### config.mk
export PLATFORM = sky130hd
export DESIGN_NAME = psr_bank
export DESIGN_NICKNAME = d
export VERILOG_FILES = /design/src/hdl/psr_pkg.sv /design/src/hdl/psr_rom.sv /design/src/hdl/psr_bank.sv
export SDC_FILE = /design/constraint.sdc
export NUM_CORES = 1
export LEC_CHECK = 0
export BUFFER_PORTS_ARGS = -buffer_cell sky130_fd_sc_hd__buf_2
export CORE_MARGIN = 4
export CORE_UTILIZATION = 39
export DETAILED_ROUTE_END_ITERATION = 8
export PLACE_DENSITY = 0.76
export SLEW_MARGIN = 20
export SYNTH_ARGS = -nofsm -noshare
export SYNTH_HDL_FRONTEND = slang
export SYNTH_SLANG_ARGS = --single-unit
### constraint.sdc
create_clock -name core_clk -period 1.9 [get_ports core_clk]
set_input_delay 0.19 -clock core_clk [delete_from_list [all_inputs] [get_ports core_clk]]
set_output_delay 0.19 -clock core_clk [all_outputs]
set_load 0.1 [all_outputs]
### src/hdl/psr_pkg.sv
// psr_pkg: offsets, field layout and bus constants of the signature bank
package psr_pkg;
    // byte offsets within the bank
    localparam logic [7:0] OFS_LOT0 = 8'h08;
    localparam logic [7:0] OFS_LOT1 = 8'h09;
    localparam logic [7:0] OFS_LOT2 = 8'h0a;
    localparam logic [7:0] OFS_LOT3 = 8'h0b;
    localparam logic [7:0] OFS_LOT4 = 8'h0c;
    localparam logic [7:0] OFS_LOT5 = 8'h0d;
    localparam logic [7:0] OFS_WAFER = 8'h10;
    localparam logic [7:0] OFS_X_LOW = 8'h12;
    localparam logic [7:0] OFS_X_HIGH = 8'h13;
    localparam logic [7:0] OFS_Y_LOW = 8'h14;
    localparam logic [7:0] OFS_Y_HIGH = 8'h15;
    localparam logic [7:0] OFS_USB_LOW = 8'h1a;
    localparam logic [7:0] OFS_USB_HIGH = 8'h1b;
    localparam logic [7:0] OFS_OSC48 = 8'h1c;
    localparam logic [7:0] OFS_CONVA_LOW = 8'h20;
    localparam logic [7:0] OFS_CONVA_HIGH = 8'h21;
    localparam logic [7:0] OFS_CONVB_LOW = 8'h24;
    localparam logic [7:0] OFS_CONVB_HIGH = 8'h25;
    localparam logic [7:0] OFS_TEMP_LOW = 8'h2e;
    localparam logic [7:0] OFS_TEMP_HIGH = 8'h2f;
    // bank holds 64 byte slots, one per 32-bit word index
    localparam int BANK_DEPTH = 64;
    localparam int BANK_AW = 6;
    // wafer number keeps its upper three bits at zero
    localparam logic [7:0] WAFER_MASK = 8'h1f;
    // temperature result is 12 bits, high byte keeps only four
    localparam logic [7:0] TEMP_HIGH_MASK = 8'h0f;
    localparam logic [1:0] RESP_OKAY = 2'h0;
    localparam logic [1:0] RESP_SLVERR = 2'h2;
    localparam logic [31:0] DATA_ZERO = 32'h0000_0000;
endpackage : psr_pkg

### src/hdl/psr_rom.sv
// psr_rom: factory byte store with a registered read port
`timescale 1ns/1ns
module psr_rom #(
    parameter int AW = 6,
    parameter logic [64*8-1:0] CONTENT = '0
) (
    input wire logic core_clk,
    input wire logic reset_n,
    input wire logic clk_en,
    input wire logic rd_en,
    input wire logic [AW-1:0] rd_addr,
    output logic [7:0] rd_data
);
    logic [7:0] rd_data_reg;
    logic [7:0] rd_data_next;

    // the content vector is fixed at 64 bytes, so only a 6-bit index fits
    if (AW != 6) begin : g_aw_check
        $error("psr_rom serves a 64 byte store only");
    end

    // no write port at all: the store cannot be altered after build
    always_comb begin
        rd_data_next = rd_data_reg;
        if (rd_en) begin
            rd_data_next = CONTENT[rd_addr*8 +: 8];
        end
    end

    always_ff @(posedge core_clk or negedge reset_n) begin
        if (!reset_n) begin
            rd_data_reg <= 8'h00;
        end else if (clk_en) begin
            rd_data_reg <= rd_data_next;
        end
    end

    assign rd_data = rd_data_reg;
endmodule : psr_rom

### src/hdl/psr_bank.sv
// psr_bank: read-only production signature bank behind an axi4-lite slave
//
// Operation
// - Lot number byte 0 reads back as a fixed byte at offset 0x08.
// - Lot number bytes 1 to 5 read back at offsets 0x09 through 0x0d.
// - The wafer number at 0x10 always reads its upper three bits as zero.
// - Die x and y positions are two bytes each, low first, 0x12 to 0x15.
// - The usb pad bytes at 0x1a are never copied out; software moves them.
// - Converter a trim bytes at 0x20 are not loaded; software copies them.
// - Converter b trim bytes at 0x24/0x25 are held but never loaded.
// - The 12-bit 85 degree temperature reading sits in two bytes at 0x2e.
//
// Register access over AXI4-Lite was left to the implementer.
`timescale 1ns/1ns
module psr_bank #(
    parameter logic [7:0] LOT_B0 = 8'h11,
    parameter logic [7:0] LOT_B1 = 8'h22,
    parameter logic [7:0] LOT_B2 = 8'h33,
    parameter logic [7:0] LOT_B3 = 8'h44,
    parameter logic [7:0] LOT_B4 = 8'h55,
    parameter logic [7:0] LOT_B5 = 8'h66,
    parameter logic [7:0] WAFER = 8'h0a,
    parameter logic [15:0] DIE_X = 16'h0102,
    parameter logic [15:0] DIE_Y = 16'h0304,
    parameter logic [15:0] USB_TRIM = 16'h0506,
    parameter logic [7:0] OSC48_TRIM = 8'h07,
    parameter logic [15:0] CONVA_TRIM = 16'h0809,
    parameter logic [15:0] CONVB_TRIM = 16'h0a0b,
    parameter logic [11:0] TEMP_85C = 12'h0c0d
) (
    input wire logic core_clk,
    input wire logic reset_n,
    input wire logic clk_en,
    input wire logic [7:0] s_axi_awaddr,
    input wire logic s_axi_awvalid,
    output logic s_axi_awready,
    input wire logic [31:0] s_axi_wdata,
    input wire logic [3:0] s_axi_wstrb,
    input wire logic s_axi_wvalid,
    output logic s_axi_wready,
    output logic [1:0] s_axi_bresp,
    output logic s_axi_bvalid,
    input wire logic s_axi_bready,
    input wire logic [7:0] s_axi_araddr,
    input wire logic s_axi_arvalid,
    output logic s_axi_arready,
    output logic [31:0] s_axi_rdata,
    output logic [1:0] s_axi_rresp,
    output logic s_axi_rvalid,
    input wire logic s_axi_rready
);
    ////////////////////////////////////////////////////////////////////////
    // factory image
    typedef enum logic [1:0] {PSR_RD_IDLE, PSR_RD_FETCH, PSR_RD_ANSWER}
        psr_rd_state_t;

    // every factory byte has one entry: the slot it sits in
    localparam int SLOT_CNT = 20;
    localparam logic [7:0] SLOT_OFS [SLOT_CNT] = '{
        // lot number, lowest byte first
        psr_pkg::OFS_LOT0,
        psr_pkg::OFS_LOT1,
        psr_pkg::OFS_LOT2,
        psr_pkg::OFS_LOT3,
        psr_pkg::OFS_LOT4,
        psr_pkg::OFS_LOT5,
        // wafer number, then die x and y, low byte first
        psr_pkg::OFS_WAFER,
        psr_pkg::OFS_X_LOW,
        psr_pkg::OFS_X_HIGH,
        psr_pkg::OFS_Y_LOW,
        psr_pkg::OFS_Y_HIGH,
        // trims that software copies into their peripherals
        psr_pkg::OFS_USB_LOW,
        psr_pkg::OFS_USB_HIGH,
        psr_pkg::OFS_OSC48,
        psr_pkg::OFS_CONVA_LOW,
        psr_pkg::OFS_CONVA_HIGH,
        psr_pkg::OFS_CONVB_LOW,
        psr_pkg::OFS_CONVB_HIGH,
        // temperature reading taken in production
        psr_pkg::OFS_TEMP_LOW,
        psr_pkg::OFS_TEMP_HIGH
    };

    // value of entry k, with the bits that always read zero cleared
    function automatic logic [7:0] psr_slot_byte(input int k);
        logic [7:0] b;
        case (k)
            0: b = LOT_B0;
            1: b = LOT_B1;
            2: b = LOT_B2;
            3: b = LOT_B3;
            4: b = LOT_B4;
            5: b = LOT_B5;
            6: b = WAFER & psr_pkg::WAFER_MASK;
            7: b = DIE_X[7:0];
            8: b = DIE_X[15:8];
            9: b = DIE_Y[7:0];
            10: b = DIE_Y[15:8];
            11: b = USB_TRIM[7:0];
            12: b = USB_TRIM[15:8];
            13: b = OSC48_TRIM;
            14: b = CONVA_TRIM[7:0];
            15: b = CONVA_TRIM[15:8];
            16: b = CONVB_TRIM[7:0];
            17: b = CONVB_TRIM[15:8];
            18: b = TEMP_85C[7:0];
            19: b = {4'h0, TEMP_85C[11:8]} & psr_pkg::TEMP_HIGH_MASK;
            default: b = 8'h00;
        endcase
        return b;
    endfunction : psr_slot_byte

    // the image is assembled at build time; slots not listed read zero
    function automatic logic [64*8-1:0] psr_image();
        logic [64*8-1:0] img;
        img = '0;
        for (int k = 0; k < SLOT_CNT; k++) begin
            img[SLOT_OFS[k]*8 +: 8] = psr_slot_byte(k);
        end
        return img;
    endfunction : psr_image

    // build-time guard: a table edit that leaves the store or puts two
    // fields into one slot would otherwise silently shadow a byte
    if ((1 << psr_pkg::BANK_AW) != psr_pkg::BANK_DEPTH) begin : g_depth_chk
        $error("psr_bank store depth and index width disagree");
    end
    for (genvar i = 0; i < SLOT_CNT; i++) begin : g_slot_chk
        if (SLOT_OFS[i] >= psr_pkg::BANK_DEPTH) begin : g_range
            $error("psr_bank slot outside the store");
        end
        for (genvar j = i + 1; j < SLOT_CNT; j++) begin : g_pair
            if (SLOT_OFS[i] == SLOT_OFS[j]) begin : g_clash
                $error("psr_bank two fields share one slot");
            end
        end
    end

    ////////////////////////////////////////////////////////////////////////
    // read channel
    psr_rd_state_t rd_state_reg;
    psr_rd_state_t rd_state_next;
    logic [31:0] rdata_reg;
    logic [31:0] rdata_next;
    logic [1:0] rresp_reg;
    logic [1:0] rresp_next;
    logic [5:0] rd_index_reg;
    logic [5:0] rd_index_next;
    logic rd_in_range_reg;
    logic rd_in_range_next;
    logic rom_rd_en;
    logic [7:0] rom_rd_data;

    psr_rom #(
        .AW(psr_pkg::BANK_AW),
        .CONTENT(psr_image())
    ) u_rom (
        .core_clk(core_clk),
        .reset_n(reset_n),
        .clk_en(clk_en),
        .rd_en(rom_rd_en),
        .rd_addr(rd_index_next),
        .rd_data(rom_rd_data)
    );

    // nothing is taken or handed over while frozen, so no beat is lost on
    // a frozen edge; the price is that a valid drops for those cycles
    assign s_axi_arready = (rd_state_reg == PSR_RD_IDLE) && clk_en;

    // word index = byte address / 4; every address lands in the bank and is answered okay
    always_comb begin
        rd_state_next = rd_state_reg;
        rdata_next = rdata_reg;
        rresp_next = rresp_reg;
        rd_index_next = rd_index_reg;
        rd_in_range_next = rd_in_range_reg;
        rom_rd_en = 1'b0;
        case (rd_state_reg)
            PSR_RD_IDLE: begin
                if (s_axi_arvalid) begin
                    rd_index_next = s_axi_araddr[7:2];
                    rd_in_range_next = 1'b1;
                    rom_rd_en = 1'b1;
                    rd_state_next = PSR_RD_FETCH;
                end
            end
            PSR_RD_FETCH: begin
                rdata_next = {24'h000000, rom_rd_data};
                rresp_next = rd_in_range_reg ? psr_pkg::RESP_OKAY
                                             : psr_pkg::RESP_SLVERR;
                rd_state_next = PSR_RD_ANSWER;
            end
            PSR_RD_ANSWER: begin
                if (s_axi_rready) begin
                    rd_state_next = PSR_RD_IDLE;
                end
            end
            default: begin
                rd_state_next = PSR_RD_IDLE;
            end
        endcase
    end

    always_ff @(posedge core_clk or negedge reset_n) begin
        if (!reset_n) begin
            rd_state_reg <= PSR_RD_IDLE;
            rdata_reg <= psr_pkg::DATA_ZERO;
            rresp_reg <= psr_pkg::RESP_OKAY;
            rd_index_reg <= 6'h00;
            rd_in_range_reg <= 1'b0;
        end else if (clk_en) begin
            rd_state_reg <= rd_state_next;
            rdata_reg <= rdata_next;
            rresp_reg <= rresp_next;
            rd_index_reg <= rd_index_next;
            rd_in_range_reg <= rd_in_range_next;
        end
    end

    assign s_axi_rvalid = (rd_state_reg == PSR_RD_ANSWER) && clk_en;
    assign s_axi_rdata = rdata_reg;
    assign s_axi_rresp = rresp_reg;

    ////////////////////////////////////////////////////////////////////////
    // write channel: accepted and answered, contents never change
    logic aw_got_reg;
    logic aw_got_next;
    logic w_got_reg;
    logic w_got_next;
    logic bvalid_reg;
    logic bvalid_next;

    assign s_axi_awready = !aw_got_reg && !bvalid_reg && clk_en;
    assign s_axi_wready = !w_got_reg && !bvalid_reg && clk_en;

    // write data and strobes are dropped on purpose: the store is read-only
    always_comb begin
        aw_got_next = aw_got_reg;
        w_got_next = w_got_reg;
        bvalid_next = bvalid_reg;
        if (s_axi_awvalid && s_axi_awready) begin
            aw_got_next = 1'b1;
        end
        if (s_axi_wvalid && s_axi_wready) begin
            w_got_next = 1'b1;
        end
        if (bvalid_reg) begin
            if (s_axi_bready) begin
                bvalid_next = 1'b0;
            end
        end else if (aw_got_next && w_got_next) begin
            bvalid_next = 1'b1;
            aw_got_next = 1'b0;
            w_got_next = 1'b0;
        end
    end

    always_ff @(posedge core_clk or negedge reset_n) begin
        if (!reset_n) begin
            aw_got_reg <= 1'b0;
            w_got_reg <= 1'b0;
            bvalid_reg <= 1'b0;
        end else if (clk_en) begin
            aw_got_reg <= aw_got_next;
            w_got_reg <= w_got_next;
            bvalid_reg <= bvalid_next;
        end
    end

    assign s_axi_bvalid = bvalid_reg && clk_en;
    // a write is refused with slverr so software sees the bank is read-only
    assign s_axi_bresp = psr_pkg::RESP_SLVERR;
endmodule : psr_bank

==> reports/qor.csv, run 1 <==
stage,metric,value,unit
global_routing,initial antenna violation count,0,
route,vias per std cell,5.07,
synth,post-synthesis sequential area ratio,36.9,%
final_layout,FILL cells,388,
synth,Syn. warnings,0,
die,row count,23,
final_layout,n_diodes,0,
die,initial core utilization,41.5,%
power_and_ir_drop,Leak,0.976,nW
die,Core Region,0.00409,mm²
route,drt initial violations,49,
placed_design,Placed Area,0.00181,mm²
final_layout,area added between synthesis and finish,18.2,%
synth,async set or reset register ratio after synthesis,100,%
final_layout,Post-Layout Cell Count,255,
timing,Tmin final,1.95,ns
die,Die Area,0.00546,mm²
route,Final ANT Viol Nets,0,
final_layout,design area,0.00200,mm²
timing,Final Max Slew Viols,0,
synth,Mapped Avg Cell Area,9.91,µm²
global_routing,total global-route track usage,13.1,%
global_routing,grt ovf,0,
timing,final setup violation count,4,
route,Via Count,1294,
setup_path,"Arr. time, crit path",2.12,ns
clock_tree,clk sinks,25,
setup_path,Critical Path RT,2.07,ns
global_routing,largest net degree at the start of global routing,26,
global_routing,first-pass GRT wire length,5600,µm
placed_design,RePlAce Congestion,0.841,
timing,Final Hold Violating Endpoints,0,
setup_path,RR Startpoint,rd_state_reg[0]$_DFFE_PN0P_,
power_and_ir_drop,maximum vdd drop,0.381,mV
synth,Yosys top cell area share,36.9,%
placed_design,input/output buffers,26,
timing,max_slew headroom,62.8,%
route,total routed wirelength,3500,µm
setup_path,CP startpoint,rd_state_reg[0]$_DFFE_PN0P_,
power_and_ir_drop,Pwr per Cell Area,1530,mW/mm²
route,remaining routing DRC violations,0,
timing,Max Freq,513,MHz
clock_tree,CTS buffer count,3,
outcome,status,finished with violations,
synth,Synth area leader,dfrtp_1,
die,I/O pins,101,
synth,Syn Std Cell Area,0.00169,mm²
setup_path,critical path type,reg2reg,
synth,Post-Synthesis Cells,171,
synth,largest cells by area after synthesis,"dfrtp_1 (37%), buf_4 (14%), ha_1 (5.2%)",
die,die width,73.9,µm
timing,RSZ-0062 raised after global routing,true,
clock_tree,clock transition at the registers of the reported paths,0.09,ns
global_routing,vias in the first global route,1187,
clock_tree,TritonCTS clock tree,done,
final_layout,Multi-input gate area,975,µm²
synth,Synth Flop Type,dfrtp_1,
power_and_ir_drop,total power draw,3.07,mW
final_layout,sequential cell area,627,µm²
clock_tree,root buffer cell,clkbuf_8,
min_path,hold crit path type,in2reg,
timing,Final period util,103,%
die,Die Span Y,73.9,µm
synth,number of synthesized register bits,25,
setup_path,internal reg-to-reg setup slack,-0.05,ns
setup_path,Startpoint Class,register,
setup_path,Crit Path Max Fanout,3,
setup_path,CP Capture Point,u_rom.rd_data[1]$_DFFE_PN0P_,
route,detailed-route wire length per cell,13.7,µm
placed_design,dpl hpwl,2610,µm
clock_tree,latest clock arrival within the worst-skew pair,0.27,ns
setup_path,r2r worst-path depth,10,
synth,count of different cell masters after synthesis,45,
final_layout,final core occ,49.0,%
setup_path,CP endpoint kind,register,
outcome,failing checks,setup timing,
final_layout,fin nets,273,
route,1st-pass router iterations,4,
run,Max Cap Viol,0,
final_layout,share of layout cells above drive strength 1,34.6,%
timing,Slew @ Worst Pin,0.556,ns
timing,Layout Skew,0.00535,ns
synth,"EDFF count, synth",0,
timing,"Worst Setup Slack, final",-0.0507,ns
clock_tree,maximum clock insertion buffer count,2,
placed_design,Placed Cells,246,
setup_path,RR Endpoint,u_rom.rd_data[1]$_DFFE_PN0P_,
clock_tree,H-tree depth,1,
power by group:
| group | switching, mW | leakage, nW | total [mW] | internal (mW) |
|---|---|---|---|---|
| sequential | 0.129 | 0.322 | 0.836 | 0.707 |
| combinational | 1.34 | 0.632 | 1.92 | 0.581 |
| clock | 0.166 | 0.0228 | 0.316 | 0.150 |
| total | 1.63 | 0.976 | 3.07 | 1.44 |
worst min-delay path by stage:
stage / start / to / slack, ns / depth (start not counted)
floorplan: reset_n / aw_got_reg$_DFFE_PN0P_ / -0.11 / 0
global placement: reset_n / s_axi_rresp[1]$_DFFE_PN0P_ / 0.20 / 1
detailed placement: reset_n / s_axi_rdata[5]$_DFFE_PN0P_ / 0.21 / 1
CTS: s_axi_awvalid / aw_got_reg$_DFFE_PN0P_ / 0.18 / 3
global route: s_axi_awvalid / aw_got_reg$_DFFE_PN0P_ / 0.20 / 3
finish: s_axi_awvalid / aw_got_reg$_DFFE_PN0P_ / 0.18 / 3
synth_stat cells, types with 4 or more instances:
cell type  number
dfrtp_1        25
ha_1            7
buf_4          31
nor2_1         10
o21ai_0         7
mux2i_1         6
nand3_1         7
nand2_1        11
mux2_1          4
inv_1           6
a21oi_1         4
nand2b_1        4
mux2_2          7
critical path, cell delays in order (launching register included):
cell and delay [ns]:
dfrtp_2 0.43, nor3b_4 0.21, buf_6 0.16, mux2i_4 0.24
buf_4 0.15, buf_4 0.10, ha_2 0.18, mux2i_1 0.08
nand3_1 0.10, nand4_1 0.09, o311ai_1 0.10
layout by cell type, fill, tap and decap left out, drive strengths merged, types with 2 or more instances in the layout:
cell,n
nor3b,2
o21ai,7
and3,2
nand3,7
nor2b,3
nor2,10
inv,6
dfrtp,25
buf,39
conb,28
mux2i,6
a211o,2
nand4,2
nand2b,4
ha,7
nand3b,2
a21oi,4
or3b,2
mux2,11
nand2,11
clkbuf,4
or2,2
kinds of logic (layout without fill, tap and decap cells):
family / after synthesis / count (layout) / share of synthesized area (%)
adder cells (fa/ha/maj): 7 / 7 / 5.17
AND/OR/NAND/NOR: 55 / 55 / 18.6
other: 2 / 28 / 0.443
buffers and inverters: 42 / 50 / 17.7
flip-flops: 25 / 25 / 36.9
AO/OA/AOI/OAI: 23 / 23 / 10.3
multiplexers: 17 / 17 / 10.9
through the flow:
stage / worst slack, ns / hold WS (ns) / setup TNS [ns]
2_1_floorplan: -0.0880 / -0.106 / -0.176
4_1_cts: -0.0541 / 0.182 / -0.161
5_1_grt: -0.194 / 0.200 / -0.826
6_report: -0.0507 / 0.176 / -0.167
3_5_place_dp: -0.200 / 0.213 / -0.586
3_3_place_gp: -0.135 / 0.200 / -0.301
layout make-up:
type / instances / area share (%)
clock buffer: 4 / 2.25
inverter: 6 / 1.37
multi-input combinational: 130 / 48.7
sequential: 25 / 31.3
tap: 50 / 3.13
timing repair buffer: 40 / 13.2
metal layers:
layer  routed length (µm)  global-route usage, %
met4                   90                   5.23
met3                  205                   1.78
met2                 1700                   21.8
met5                    0                      0
met1                 1500                   17.1
what timing repair did:
action,4_1_cts,5_1_grt
gates resized for setup,16,10
buffers inserted,3,2
pin swaps,11,7
hold buffers,1,0
setup endpoints to repair,7,7
endpoints found under the hold margin,25,0
Power figures use the tool's default switching activity.
==> run 2: changes to the inputs <==
- CTS_BUF_LIST: unset -> sky130_fd_sc_hd__clkbuf_16
- GPL_ROUTABILITY_DRIVEN: unset -> 0
==> run 2 against run 1 <==
  * The flow still finishes with violations (setup timing)
  * Global-route usage up 0.25 points
  * Combinational power about the same
  * Clock power up 45%
  * Worst setup slack worse by 0.018 ns
  * Critical endpoint unchanged
  * Largest cell class unchanged
==> reports/qor.csv, run 2 (synthesis gave the netlist of run 1 again) <==
stage,metric,value,unit,change
min_path,hold crit path type,in2reg,,
route,M1 WL,1490,µm,-0.60%
outcome,failing checks,setup timing,,
setup_path,Crit Path Max Fanout,3,,unchanged
timing,Final period util,104,%,+0.95 points
clock_tree,latest clock arrival within the worst-skew pair,0.26,ns,about the same
route,Final ANT Viol Nets,0,,unchanged
die,Die Span Y,73.9,µm,unchanged
setup_path,internal reg-to-reg setup slack,-0.07,ns,-0.02 ns
setup_path,CP endpoint kind,register,,
timing,max_slew headroom,64.0,%,+1.2 points
timing,Layout Skew,0.00449,ns,-0.000868 ns
die,Core Region,0.00409,mm²,unchanged
route,vias per std cell,5.00,,-1.4%
global_routing,first-pass GRT wire length,5630,µm,+0.63%
clock_tree,maximum clock insertion buffer count,2,,unchanged
power_and_ir_drop,maximum vdd drop,0.504,mV,+32%
clock_tree,H-tree depth,1,,unchanged
die,Die Area,0.00546,mm²,unchanged
route,1st-pass router iterations,4,,unchanged
clock_tree,root buffer cell,clkbuf_16,,
route,remaining routing DRC violations,0,,unchanged
clock_tree,CTS buffer count,3,,unchanged
timing,final setup violation count,6,,+2
timing,Tmin final,1.97,ns,+0.0181 ns
global_routing,initial antenna violation count,0,,unchanged
setup_path,CP startpoint,rd_state_reg[0]$_DFFE_PN0P_,,
placed_design,"worst slack, placed",-0.200,ns,unchanged
timing,setup_tns,-0.262,ns,-0.0959 ns
setup_path,RR Startpoint,rd_state_reg[0]$_DFFE_PN0P_,,
setup_path,CP Capture Point,u_rom.rd_data[1]$_DFFE_PN0P_,,
placed_design,input/output buffers,26,,unchanged
timing,Slew @ Worst Pin,0.540,ns,-0.0169 ns
die,die width,73.9,µm,unchanged
setup_path,critical path type,reg2reg,,
die,I/O pins,101,,unchanged
route,total routed wirelength,3640,µm,+3.9%
timing,Max Freq,508,MHz,-0.92%
placed_design,dpl hpwl,2610,µm,unchanged
global_routing,total global-route track usage,13.3,%,+0.25 points
final_layout,area added between synthesis and finish,20.8,%,
global_routing,largest net degree at the start of global routing,26,,unchanged
route,routed length on met2,1850,µm,+8.7%
clock_tree,clock transition at the registers of the reported paths,0.06,ns,-0.03 ns
setup_path,"Arr. time, crit path",2.12,ns,about the same
power_and_ir_drop,Leak,1.00,nW,+2.6%
power_and_ir_drop,total power draw,3.25,mW,+5.8%
run,Max Cap Viol,0,,unchanged
die,initial core utilization,41.5,%,unchanged
final_layout,"commonest non-fill, non-tap cell in the layout",conb_1,,
die,row count,23,,unchanged
setup_path,r2r worst-path depth,10,,unchanged
power_and_ir_drop,Pwr per Cell Area,1590,mW/mm²,+3.5%
final_layout,share of layout cells above drive strength 1,35.0,%,+0.32 points
outcome,status,finished with violations,,
clock_tree,clk sinks,25,,unchanged
final_layout,final core occ,50.1,%,+1.1 points
route,detailed-route wire length per cell,14.2,µm,+3.5%
timing,minimum hold slack,0.192,ns,+0.0158 ns
global_routing,vias in the first global route,1200,,+1.1%
setup_path,Critical Path RT,2.05,ns,-0.02 ns
timing,RSZ-0062 raised after global routing,true,,
final_layout,fin nets,274,,+0.37%
timing,Final Hold Violating Endpoints,0,,unchanged
timing,Final Max Slew Viols,0,,unchanged
route,met3 wire length,211,µm,+2.9%
final_layout,FILL cells,377,,-2.8%
final_layout,most frequent cells in the layout,"conb_1 (28), buf_2 (26), dfrtp_1 (24), nand2_1 (11), nor2_1 (10)",,
timing,"Worst Setup Slack, final",-0.0688,ns,-0.0181 ns
route,Via Count,1281,,-1.0%
final_layout,n_diodes,0,,unchanged
setup_path,RR Endpoint,u_rom.rd_data[1]$_DFFE_PN0P_,,
setup_path,Startpoint Class,register,,
global_routing,grt ovf,0,,unchanged
route,drt initial violations,40,,-18%
clock_tree,TritonCTS clock tree,done,,
route,DR top layer,met4,,
[run 2: changes by cell type in the layout (fill, tap and decap cells not counted)]
cell       change
buf_6          +1
clkbuf_1       -1
clkbuf_16      +3
clkbuf_8       -3
inv_1          +1
[run 2: area by class of cell]
class	count	area, µm²	area share, %
timing repair buffer	41	277	13.5
clock inverter	1	3.75	0.183
multi-input combinational	130	975	47.6
inverter	6	27.5	1.34
sequential	25	627	30.6
clock buffer	3	75.1	3.67
tap	50	62.6	3.06
[run 2: report_power, final]
part | internal, mW | switching, mW
logic | 0.603 | 1.35
clock network | 0.281 | 0.177
registers | 0.708 | 0.130
[run 2: worst min-delay path by stage]
stage | from | endpoint | slack, ns | cells past startpoint
after floorplan | reset_n | aw_got_reg$_DFFE_PN0P_ | -0.11 | 0
after global placement | reset_n | s_axi_rresp[1]$_DFFE_PN0P_ | 0.20 | 1
after detailed placement | reset_n | s_axi_rdata[5]$_DFFE_PN0P_ | 0.21 | 1
after CTS | s_axi_awvalid | aw_got_reg$_DFFE_PN0P_ | 0.19 | 3
after global routing | s_axi_awvalid | aw_got_reg$_DFFE_PN0P_ | 0.22 | 3
final | s_axi_awvalid | aw_got_reg$_DFFE_PN0P_ | 0.19 | 3
[run 2: metal layers]
metal	up-vias	GRT usage (%)
met1	618	17.0
met4	0	7.04
met3	6	1.78
li1	601	-
met2	56	21.9
met5	-	0
[run 2: repair_timing]
action,in CTS,in global routing
setup buffers,3,3
pin swaps,11,7
setup endpoints to repair,7,7
hold buffers,1,0
resized for setup,16,11
endpoints found under the hold margin,25,0
[run 2: critical path, cell delays in order, from the launching register on]
cell	delay [ns]
dfrtp_2	0.42
nor3b_4	0.21
buf_6	0.16
mux2i_4	0.26
buf_4	0.17
buf_6	0.09
ha_2	0.18
mux2i_1	0.08
nand3_1	0.10
nand4_1	0.09
o311ai_1	0.10
[run 2: per-stage QoR]
step / cell area, µm² / cells
after floorplan: 1810 / 197
after global placement: 1810 / 246
after detailed placement: 1810 / 246
after CTS: 1980 / 254
after global routing: 2050 / 256
final: 2050 / 256
==> run 3: changes to the inputs <==
- CORE_UTILIZATION: 39 -> 40
- CTS_BUF_LIST: sky130_fd_sc_hd__clkbuf_16 -> sky130_fd_sc_hd__clkbuf_8
- PLACE_DENSITY: 0.76 -> 0.78
==> run 3 against run 2 <==
  * The flow still finishes with violations (setup timing)
  * Total power down 7.5%
  * Critical path depth down 1
  * First-iteration DRC count is 23% lower
  * Worst setup slack improved by 0.0090 ns
  * Sequential power is 1% lower
  * Critical path type unchanged
  * Largest power group unchanged
  * Highest routed layer unchanged
==> reports/qor.csv, run 3 (synthesis gave the netlist of run 1 again) <==
stage,metric,value,unit,change
timing,setup_tns,-0.156,ns,+0.106 ns
route,drt initial violations,31,,-23%
outcome,status,finished with violations,,
final_layout,fin nets,276,,+0.73%
min_path,hold crit path type,in2reg,,
route,Via Count,1244,,-2.9%
min_path,Hold Path End,rd_state_reg[1]$_DFFE_PN0P_,,
final_layout,"commonest non-fill, non-tap cell in the layout",conb_1,,
timing,Slew @ Worst Pin,0.557,ns,+0.0171 ns
clock_tree,latest clock arrival within the worst-skew pair,0.27,ns,about the same
route,Final ANT Viol Nets,0,,unchanged
min_path,cell depth of the worst hold path,4,,+1
setup_path,Startpoint Class,register,,
min_path,worst hold start,s_axi_rready,,
power_and_ir_drop,Pint,1.42,mW,-11%
timing,max_slew headroom,62.9,%,-1.1 points
global_routing,total global-route track usage,12.5,%,-0.79 points
die,Core Region,0.00406,mm²,-0.70%
setup_path,Critical Path RT,2.10,ns,+0.05 ns
global_routing,grt ovf,0,,unchanged
route,1st-pass router iterations,4,,unchanged
timing,Final Hold Violating Endpoints,0,,unchanged
final_layout,most frequent cells in the layout,"conb_1 (28), buf_2 (26), dfrtp_1 (24), buf_4 (13), nand2_1 (11)",,
timing,RSZ-0062 raised after global routing,true,,
clock_tree,TritonCTS clock tree,done,,
placed_design,dpl hpwl,2550,µm,-2.3%
timing,Layout Skew,0.00427,ns,-0.000219 ns
die,I/O pins,101,,unchanged
setup_path,RR Startpoint,rd_state_reg[0]$_DFFE_PN0P_,,
clock_tree,root buffer cell,clkbuf_8,,
route,DR top layer,met4,,
power_and_ir_drop,Net Sw Frac,52.9,%,+1.9 points
route,remaining routing DRC violations,0,,unchanged
setup_path,Crit Path Max Fanout,4,,+1
timing,"Worst Setup Slack, final",-0.0598,ns,+0.00902 ns
die,Die Span Y,73.1,µm,-1.1%
power_and_ir_drop,Pwr per Cell Area,1510,mW/mm²,-5.2%
power_and_ir_drop,Leak,0.998,nW,-0.39%
final_layout,area added between synthesis and finish,17.9,%,
clock_tree,H-tree depth,1,,unchanged
timing,Tmin final,1.96,ns,-0.00902 ns
route,routed length on met2,1760,µm,-4.7%
setup_path,critical path type,reg2reg,,
setup_path,internal reg-to-reg setup slack,-0.06,ns,about the same
clock_tree,clock transition at the registers of the reported paths,0.08,ns,+0.02 ns
power_and_ir_drop,switching power,1.59,mW,-4.1%
run,Max Cap Viol,0,,unchanged
route,vias per std cell,4.82,,-3.6%
power_and_ir_drop,sequential share of power,27.6,%,+1.8 points
setup_path,r2r worst-path depth,9,,-1
power_and_ir_drop,Clock power frac,10.0,%,-4.1 points
timing,final setup violation count,5,,-1
die,row count,23,,unchanged
placed_design,"worst slack, placed",-0.174,ns,+0.0265 ns
global_routing,vias in the first global route,1152,,-4.0%
route,detailed-route wire length per cell,13.3,µm,-6.5%
placed_design,input/output buffers,26,,unchanged
setup_path,"Arr. time, crit path",2.16,ns,+0.04 ns
timing,Final period util,103,%,-0.47 points
route,met3 wire length,166,µm,-21%
power_and_ir_drop,maximum vdd drop,0.422,mV,-16%
clock_tree,maximum clock insertion buffer count,2,,unchanged
timing,Max Freq,510,MHz,+0.46%
final_layout,share of layout cells above drive strength 1,34.6,%,-0.34 points
route,M1 WL,1420,µm,-4.8%
clock_tree,clk sinks,25,,unchanged
clock_tree,CTS buffer count,3,,unchanged
die,die width,73.1,µm,-1.1%
setup_path,RR Endpoint,u_rom.rd_data[0]$_DFFE_PN0P_,,
route,total routed wirelength,3430,µm,-5.8%
outcome,failing checks,setup timing,,
global_routing,largest net degree at the start of global routing,26,,unchanged
timing,minimum hold slack,0.184,ns,-0.00769 ns
timing,Final Max Slew Viols,0,,unchanged
power_and_ir_drop,Comb pwr share,62.4,%,+2.3 points
global_routing,initial antenna violation count,0,,unchanged
die,initial core utilization,41.8,%,+0.29 points
die,Die Area,0.00534,mm²,-2.2%
global_routing,first-pass GRT wire length,5260,µm,-6.6%
final_layout,n_diodes,0,,unchanged
setup_path,CP endpoint kind,register,,
run 3: how the worst max path moves through the flow:
stage | cells after the start | start | slack, ns | endpoint
after floorplan | 2 | bvalid_reg$_DFFE_PN0P_ | -0.09 | s_axi_awready
after global placement | 7 | rd_state_reg[0]$_DFFE_PN0P_ | -0.14 | u_rom.rd_data[0]$_DFFE_PN0P_
after detailed placement | 8 | rd_state_reg[0]$_DFFE_PN0P_ | -0.17 | u_rom.rd_data[1]$_DFFE_PN0P_
after CTS | 9 | rd_state_reg[1]$_DFFE_PN0P_ | -0.02 | u_rom.rd_data[1]$_DFFE_PN0P_
after global routing | 9 | rd_state_reg[0]$_DFFE_PN0P_ | -0.15 | u_rom.rd_data[0]$_DFFE_PN0P_
final | 9 | rd_state_reg[0]$_DFFE_PN0P_ | -0.06 | u_rom.rd_data[0]$_DFFE_PN0P_
run 3: repair_timing:
| item | CTS | global route |
|---|---|---|
| hold buffers | 1 | 0 |
| setup buffers | 3 | 2 |
| pin swaps | 5 | 6 |
| gates cloned | 0 | 0 |
| endpoints found under the hold margin | 25 | 0 |
| resized for setup | 10 | 11 |
| setup endpoints to repair | 6 | 6 |
run 3: per-layer routing:
metal | up-vias | track usage [%]
li1 | 608 | -
met1 | 591 | 15.8
met2 | 38 | 21.1
met3 | 7 | 2.34
met4 | 0 | 4.92
met5 | - | 0
run 3: per-stage QoR:
stage	area [µm²]	utilization, %	instances	total power [mW]
2_1_floorplan	1810	-	197	2.21
3_3_place_gp	1810	44.6	248	2.45
3_5_place_dp	1810	44.6	248	2.48
4_1_cts	1920	47.4	256	2.88
5_1_grt	2000	49.2	258	3.18
6_report	2000	49.2	258	3.01
run 3: power groups by stage:
stage                     Sequential (mW)  Combinational, mW  Clock (mW)
final                               0.829               1.88       0.300
after global routing                0.852               1.99       0.344
after CTS                           0.829               1.74       0.311
after floorplan                      1.18               1.03           0
after global placement              0.828               1.62           0
after detailed placement            0.836               1.65           0
run 3: area by class of cell:
| cell class | instances | area, µm² |
|---|---|---|
| fill | 390 | 2060 |
| multi-input combinational | 130 | 968 |
| sequential | 25 | 627 |
| timing repair buffer | 43 | 272 |
| tap | 50 | 62.6 |
| clock buffer | 3 | 41.3 |
| inverter | 6 | 22.5 |
| clock inverter | 1 | 3.75 |
run 3: critical path, cell delays in order, from the launching register on:
cell and delay [ns]:
dfrtp_2 0.43, nor3b_4 0.20, buf_6 0.16, mux2i_4 0.28, buf_4 0.16, ha_4 0.13, nor2b_1 0.05, o41ai_2 0.26
a22oi_1 0.12, nand3_1 0.10
